--- config.mk ---
export PLATFORM = sky130hd
export DESIGN_NAME = adcr_top
export DESIGN_NICKNAME = d
export VERILOG_FILES = /design/src/adcr_pkg.sv /design/src/adcr_top.sv
export SDC_FILE = /design/constraint.sdc
export NUM_CORES = 1
export LEC_CHECK = 0
export ABC_AREA = 1
export BUFFER_PORTS_ARGS = -buffer_cell sky130_fd_sc_hd__buf_2
export CAP_MARGIN = 0
export CORE_MARGIN = 2
export CORE_UTILIZATION = 25
export DETAILED_ROUTE_END_ITERATION = 8
export SLEW_MARGIN = 20
export SYNTH_ARGS = -nofsm -noshare
export SYNTH_HDL_FRONTEND = slang
export SYNTH_SLANG_ARGS = --single-unit
--- constraint.sdc ---
create_clock -name CLK_I -period 1.7 [get_ports CLK_I]
set_input_delay 0.34 -clock CLK_I [delete_from_list [all_inputs] [get_ports CLK_I]]
set_output_delay 0.34 -clock CLK_I [all_outputs]
set_load 0.01 [all_outputs]
--- src/adcr_pkg.sv ---
// package: register map, field layout and timing constants of the converter
package adcr_pkg;
    // register word addresses on the bus (byte addresses)
    localparam logic [7:0] ADDR_RES_HIGH = 8'h00;
    localparam logic [7:0] ADDR_RES_LOW  = 8'h04;
    localparam logic [7:0] ADDR_CTRL0    = 8'h08;
    localparam logic [7:0] ADDR_CTRL1    = 8'h0C;
    localparam logic [7:0] ADDR_IRQ_STAT = 8'h10;
    localparam logic [7:0] ADDR_IRQ_MASK = 8'h14;
    localparam logic [7:0] ADDR_PIN_SEL  = 8'h18;
    // control 0 fields
    localparam int CTRL0_START_BIT   = 7;
    localparam int CTRL0_BUSY_BIT    = 6;
    localparam int CTRL0_ENABLE_BIT  = 5;
    localparam int CTRL0_JUSTIFY_BIT = 4;
    localparam int CTRL0_CHAN_LSB    = 0;
    // control 1 fields
    localparam int CTRL1_SRC_LSB     = 5;
    localparam int CTRL1_REF_LSB     = 3;
    localparam int CTRL1_CLK_LSB     = 0;
    // reset values
    localparam logic [7:0] CTRL0_RESET   = 8'h00;
    localparam logic [7:0] CTRL1_RESET   = 8'h00;
    localparam logic [7:0] IRQ_MASK_RESET = 8'h00;
    localparam logic [3:0] PIN_SEL_RESET = 4'h0;
    // interrupt status bit
    localparam int IRQ_DONE_BIT = 0;
    // converter timing: converter clock periods per conversion
    localparam logic [4:0] CONV_CLOCKS = 5'h10;
    // source, reference and channel select codes
    localparam logic [2:0] SRC_BANDGAP = 3'h1;
    localparam logic [2:0] SRC_AMP0    = 3'h2;
    localparam logic [2:0] SRC_AMP1    = 3'h3;
    localparam logic [2:0] SRC_LINE    = 3'h4;
    localparam logic [1:0] REF_SUPPLY  = 2'h1;
    localparam logic [3:0] CHAN_LAST   = 4'h3;
    localparam int RESULT_W = 12;
    typedef enum logic [1:0] {
        ST_IDLE  = 2'b00,
        ST_ARMED = 2'b01,
        ST_CONV  = 2'b10
    } adcr_state_t;
endpackage

--- src/adcr_top.sv ---
// converter control and result registers behind an APB slave
//
// The placing of the registers and the APB slave port were left to the implementer.
`timescale 1ns/1ns
module adcr_top
    import adcr_pkg::*;
(
    input  wire logic        CLK_I,
    input  wire logic        SYS_RST_I,
    input  wire logic        PSEL_I,
    input  wire logic        PENABLE_I,
    input  wire logic        PWRITE_I,
    input  wire logic [7:0]  PADDR_I,
    input  wire logic [31:0] PWDATA_I,
    output logic      [31:0] PRDATA_O,
    output logic             PREADY_O,
    output logic             PSLVERR_O,
    input  wire logic [11:0] CONV_DATA_I,
    output logic             CONV_POWER_O,
    output logic             CONV_SAMPLE_O,
    output logic             CONV_CLK_EN_O,
    output logic      [3:0]  EXT_CHAN_SEL_O,
    output logic      [4:0]  INT_SRC_SEL_O,
    output logic             REF_SUPPLY_O,
    output logic      [3:0]  PIN_ANALOG_O,
    output logic      [3:0]  PIN_PULLUP_EN_O,
    input  wire logic [3:0]  PIN_PULLUP_REQ_I,
    output logic             IRQ_O
);
    // register state
    logic [7:0]  ctrl0_q, ctrl0_d;
    logic [7:0]  ctrl1_q, ctrl1_d;
    logic [7:0]  mask_q, mask_d;
    logic [7:0]  stat_q, stat_d;
    logic [3:0]  pin_q, pin_d;
    logic [11:0] result_q, result_d;
    logic [6:0]  div_q, div_d;
    logic [4:0]  cnt_q, cnt_d;
    logic [11:0] data_s1_q, data_s2_q;
    adcr_state_t state_q, state_d;
    logic        done_q, done_d;

    logic        wr_en, rd_en, addr_ok, tick, enable, start_w;
    logic [7:0]  rd_byte, res_high, res_low;
    logic [6:0]  div_mask;

    // bus access decode, zero wait states
    assign wr_en     = PSEL_I && PENABLE_I && PWRITE_I;
    assign rd_en     = PSEL_I && PENABLE_I && !PWRITE_I;
    assign PREADY_O  = 1'b1;
    assign PSLVERR_O = PSEL_I && PENABLE_I && !addr_ok;
    assign enable    = ctrl0_q[CTRL0_ENABLE_BIT];
    assign start_w   = PWDATA_I[CTRL0_START_BIT];

    // converter data pins from the analog domain, two-stage synchroniser
    always_ff @(posedge CLK_I) begin
        if (SYS_RST_I) begin
            data_s1_q <= 12'h000;
            data_s2_q <= 12'h000;
        end else begin
            data_s1_q <= CONV_DATA_I;
            data_s2_q <= data_s1_q;
        end
    end

    // result formatting by justification
    always_comb begin
        if (!ctrl0_q[CTRL0_JUSTIFY_BIT]) begin
            res_high = result_q[11:4];
            res_low  = {result_q[3:0], 4'h0};
        end else begin
            res_high = {4'h0, result_q[11:8]};
            res_low  = result_q[7:0];
        end
    end

    // read multiplexer, busy shown live from the sequencer
    always_comb begin
        addr_ok = 1'b1;
        rd_byte = 8'h00;
        unique case (PADDR_I)
            ADDR_RES_HIGH: rd_byte = res_high;
            ADDR_RES_LOW:  rd_byte = res_low;
            ADDR_CTRL0:    rd_byte = ctrl0_q;
            ADDR_CTRL1:    rd_byte = ctrl1_q;
            ADDR_IRQ_STAT: rd_byte = stat_q;
            ADDR_IRQ_MASK: rd_byte = mask_q;
            ADDR_PIN_SEL:  rd_byte = {4'h0, pin_q};
            default:       addr_ok = 1'b0;
        endcase
    end

    // read data register
    always_ff @(posedge CLK_I) begin
        if (SYS_RST_I) begin
            PRDATA_O <= 32'h0000_0000;
        end else if (PSEL_I && !PENABLE_I && !PWRITE_I) begin
            PRDATA_O <= {24'h00_0000, rd_byte};
        end
    end

    // clock divider: tick every 2**code system cycles
    always_comb begin
        div_mask = 7'h7F >> (3'd7 - ctrl1_q[2:0]);
        div_d    = enable ? div_q + 7'h01 : 7'h00;
        tick     = enable && ((div_q & div_mask) == 7'h00);
    end

    // software register writes and the conversion sequencer
    always_comb begin
        ctrl0_d  = ctrl0_q;
        ctrl1_d  = ctrl1_q;
        mask_d   = mask_q;
        pin_d    = pin_q;
        stat_d   = stat_q;
        state_d  = state_q;
        cnt_d    = cnt_q;
        result_d = result_q;
        done_d   = 1'b0;
        if (wr_en) begin
            unique case (PADDR_I)
                ADDR_CTRL0: begin
                    ctrl0_d = PWDATA_I[7:0];
                    ctrl0_d[CTRL0_BUSY_BIT] = ctrl0_q[CTRL0_BUSY_BIT];
                end
                ADDR_CTRL1:    ctrl1_d = PWDATA_I[7:0];
                ADDR_IRQ_MASK: mask_d  = PWDATA_I[7:0];
                ADDR_PIN_SEL:  pin_d   = PWDATA_I[3:0];
                ADDR_IRQ_STAT: stat_d  = stat_q & ~PWDATA_I[7:0];
                default: ;
            endcase
        end
        unique case (state_q)
            ST_IDLE: begin
                // high half of the start sequence
                if (wr_en && PADDR_I == ADDR_CTRL0 && start_w && enable)
                    state_d = ST_ARMED;
            end
            ST_ARMED: begin
                // low half launches the conversion
                if (!enable) begin
                    state_d = ST_IDLE;
                end else if (wr_en && PADDR_I == ADDR_CTRL0 && !start_w) begin
                    state_d = ST_CONV;
                    cnt_d   = CONV_CLOCKS;
                    ctrl0_d[CTRL0_BUSY_BIT] = 1'b1;
                end
            end
            ST_CONV: begin
                if (!enable) begin
                    state_d = ST_IDLE;
                    ctrl0_d[CTRL0_BUSY_BIT] = 1'b0;
                end else if (tick) begin
                    cnt_d = cnt_q - 5'h01;
                    if (cnt_q == 5'h01) begin
                        state_d  = ST_IDLE;
                        result_d = data_s2_q;
                        ctrl0_d[CTRL0_BUSY_BIT] = 1'b0;
                        done_d   = 1'b1;
                    end
                end
            end
            default: state_d = ST_IDLE;
        endcase
        // hardware set wins over a software clear
        if (done_d)
            stat_d[IRQ_DONE_BIT] = 1'b1;
    end

    // register update
    always_ff @(posedge CLK_I) begin
        if (SYS_RST_I) begin
            ctrl0_q  <= CTRL0_RESET;
            ctrl1_q  <= CTRL1_RESET;
            mask_q   <= IRQ_MASK_RESET;
            stat_q   <= 8'h00;
            pin_q    <= PIN_SEL_RESET;
            result_q <= 12'h000;
            div_q    <= 7'h00;
            cnt_q    <= 5'h00;
            state_q  <= ST_IDLE;
            done_q   <= 1'b0;
        end else begin
            ctrl0_q  <= ctrl0_d;
            ctrl1_q  <= ctrl1_d;
            mask_q   <= mask_d;
            stat_q   <= stat_d;
            pin_q    <= pin_d;
            result_q <= result_d;
            div_q    <= div_d;
            cnt_q    <= cnt_d;
            state_q  <= state_d;
            done_q   <= done_d;
        end
    end

    // analog side controls
    always_comb begin
        INT_SRC_SEL_O = 5'h00;
        unique case (ctrl1_q[7:5])
            SRC_BANDGAP: INT_SRC_SEL_O = 5'h02;
            SRC_AMP0:    INT_SRC_SEL_O = 5'h04;
            SRC_AMP1:    INT_SRC_SEL_O = 5'h08;
            SRC_LINE:    INT_SRC_SEL_O = 5'h10;
            default:     INT_SRC_SEL_O = 5'h01;          // external path
        endcase
    end

    // channel decode: codes above the last leave the input floating
    always_comb begin
        EXT_CHAN_SEL_O = 4'h0;
        if (ctrl0_q[3:0] <= CHAN_LAST)
            EXT_CHAN_SEL_O = 4'h1 << ctrl0_q[1:0];
    end

    assign CONV_POWER_O    = enable;
    assign CONV_SAMPLE_O   = (state_q == ST_CONV);
    assign CONV_CLK_EN_O   = tick;
    assign REF_SUPPLY_O    = (ctrl1_q[4:3] == REF_SUPPLY);
    assign PIN_ANALOG_O    = pin_q;
    assign PIN_PULLUP_EN_O = PIN_PULLUP_REQ_I & ~pin_q;
    assign IRQ_O           = |(stat_q & mask_q);
endmodule // adcr_top

==> reports/qor.csv <==
metric,value,unit
io_buffers,67,
root_buffer,clkbuf_16,
rsz0062_at_grt,true,
vias,4107,
wl_per_cell,11.7,um
ant_nets,0,
cts_buffer_depth,2,
grt_first_pass_wirelength,18400,um
grt_use_total,12.5,%
cp_max_fo,4,
cts_tree,done,
postPlaceCellArea,5200,um2
cts_buffers,9,
first_iter_violations,249,
violations,negative setup slack,
final_area,5780,um2
setup_viol,1,
nFillCells,1863,
crit_buf_inv,4,
netlist_area,4440,um2
finalWorstSetupSlack,-61.6,ps
antenna_found_initial,0,
swShare,28.3,%
leakage,0.00265,uW
h-tree-depth,3,
cp_slowest_cell,dfxtp_2,
drive_gt1_share,25.8,%
dr.pass1.iters,4,
final_common_cell,nand2_1,
ioPinCount,117,
worstRegToRegCells,11,
n_antenna_cell,0,
finClkSkew,6.90,ps
critical_path_depth,9,
grt_max_degree,47,
arrival,1420,ps
critPathTopFamily,simple AND/OR/NAND/NOR gates,
placement_rows,48,
cts_sinks,94,
most-common-layout-cells,"nand2_1, dfxtp_1, nor2_1, inv_1, buf_2",
rrSetupSlack,110,ps
max_freq,0.568,GHz
hold_viol,0,
synth_warnings,0,
syn2layout_area_growth,30.1,%
critical_path.max_stage_delay,340,ps
path_cells,"inv_2, nand3_2, nand2_1, nand2_1, nor2_2, buf_6, nand3_4, inv_2, buf_6",
dieArea,18900,um2
p_comb_share,16.3,%
overflow,0,
wirelength,11400,um
synth-seq-cells,94,
finalCriticalPeriod,1760,ps
netlist_instances,642,
crit_required,1360,ps
dpl.hpwl,8470,um
clkPwrFrac,39.8,%
peakVddDrop,0.619,mV
synth-seq-area-share,42.3,%
core_area,17400,um2
ys_types,36,
die_w,137,um
syn_area_per_cell,6.92,um2
gp_congestion,0.856,
start_kind,flip-flop,
nNetsFinal,817,
powerDensity,915,nW/um2
first_global_vias,3730,
clock_latency,350,ps
path_class,flip-flop to primary output,
via_per_inst,4.19,
seq_power_share,43.9,%
hold_path.class,input pin to flip-flop,
drv_cap,0,
cts.clk_slew.worst_paths,70,ps
power.switching,1500,uW
p_int,3790,uW
die_y,137,um
whs_path_depth,3,
start_util,25.6,%
status,"complete, but fails checks",
route.detailed.drc,0,
period_share,104,%
end_kind,primary output,
slew_violations,0,
final.setup.tns,-61.6,ps
## metrics by stage
stage	hold WS [ps]	utilization (%)	total power, uW	cells	setup WS (ps)
2_1_floorplan	388	-	3010	665	160
3_3_place_gp	394	29.9	3210	951	-20.3
3_5_place_dp	393	29.9	3220	951	-21.5
4_1_cts	178	32.7	5340	979	-70.9
5_1_grt	185	33.3	5570	980	-149
6_report	188	33.3	5290	980	-61.6
## repair_timing
item	in CTS	in global routing
buffers inserted	12	1
setup endpoints to repair	3	13
hold buffers	0	0
gates resized for setup	26	28
pin swaps	6	9
## path summary, 6_finish.rpt
path                        from       endpoint
setup reg to reg      ctrl1_q[2]    result_q[2]
hold / removal    CONV_DATA_I[6]   data_s1_q[6]
setup / recovery      ctrl1_q[2]  CONV_CLK_EN_O
hold reg to reg    data_s1_q[10]  data_s2_q[10]
## metal layers
metal  GRT usage, %  up-vias  wire [um]
met5              0        -          0
met1           17.1     1815       5660
met2           19.8      104       4990
met3           2.50       10        664
li1               -     2178          -
met4           3.44        0        127
## registers in the layout, summed over array words and instances (netlist names)
| register | count |
|---|---|
| PRDATA_O | 8 |
| result_q | 12 |
| stat_q | 8 |
| ctrl0_q | 8 |
| PIN_ANALOG_O | 4 |
| state_q | 2 |
| div_q | 7 |
| cnt_q | 5 |
| mask_q | 8 |
| data_s1_q | 12 |
| data_s2_q | 12 |
| ctrl1_q | 8 |
## power by group through the flow
stage               Sequential [uW]  Combinational, uW  Clock, uW
floorplan                      2370                642          0
global placement               2370                835          0
detailed placement             2380                845          0
CTS                            2320                860       2160
global route                   2330                993       2250
finish                         2320                861       2110
## worst reg2reg max path: stages (launching register included)
cell,delay [ps]
dfxtp_2,340
inv_2,80
nand3_2,70
nand2_1,50
nand2_1,50
nor2_2,140
buf_4,120
nand4_2,90
buf_12,180
o21ai_0,190
buf_4,150
a21oi_1,30
## logic make-up after synthesis
| logic type | synth area share, % |
|---|---|
| other cells | 0.169 |
| flops | 42.3 |
| simple gates | 27.3 |
| compound gates | 13.7 |
| fa+ha+maj | 1.69 |
| buf+inv | 14.0 |
| xor+xnor | 0.788 |
## layout make-up
| class | count | area (um2) | area share [%] |
|---|---|---|---|
| Clock buffer | 9 | 225 | 3.90 |
| Sequential cell | 94 | 1900 | 32.8 |
| Multi-Input combinational cell | 432 | 2140 | 37.0 |
| Tap cell | 225 | 282 | 4.87 |
| Inverter | 97 | 364 | 6.30 |
| Clock inverter | 7 | 85.1 | 1.47 |
| Timing Repair Buffer | 116 | 788 | 13.6 |
## cells in the mapped netlist (all sizes together)
cell    count  area share, %
nor2      101            9.6
or3b        1           0.20
nand3      29            3.3
ha          6            1.7
clkinv      2           0.17
nand3b      1           0.17
a221oi      2           0.39
o211ai      2           0.34
nand4       3           0.90
o21a        1           0.17
conb        2           0.17
nor3b       1           0.17
inv        95            8.0
a21oi      55            6.4
xnor2       3           0.59
nor4        1           0.14
o21ai      56            6.3
or2         3           0.42
nand2     130             11
xor2        1           0.20
buf        31            4.9
dfxtp      94             42
clkbuf     11           0.96
nor3       11            1.2
Power figures use the tool's default switching activity.
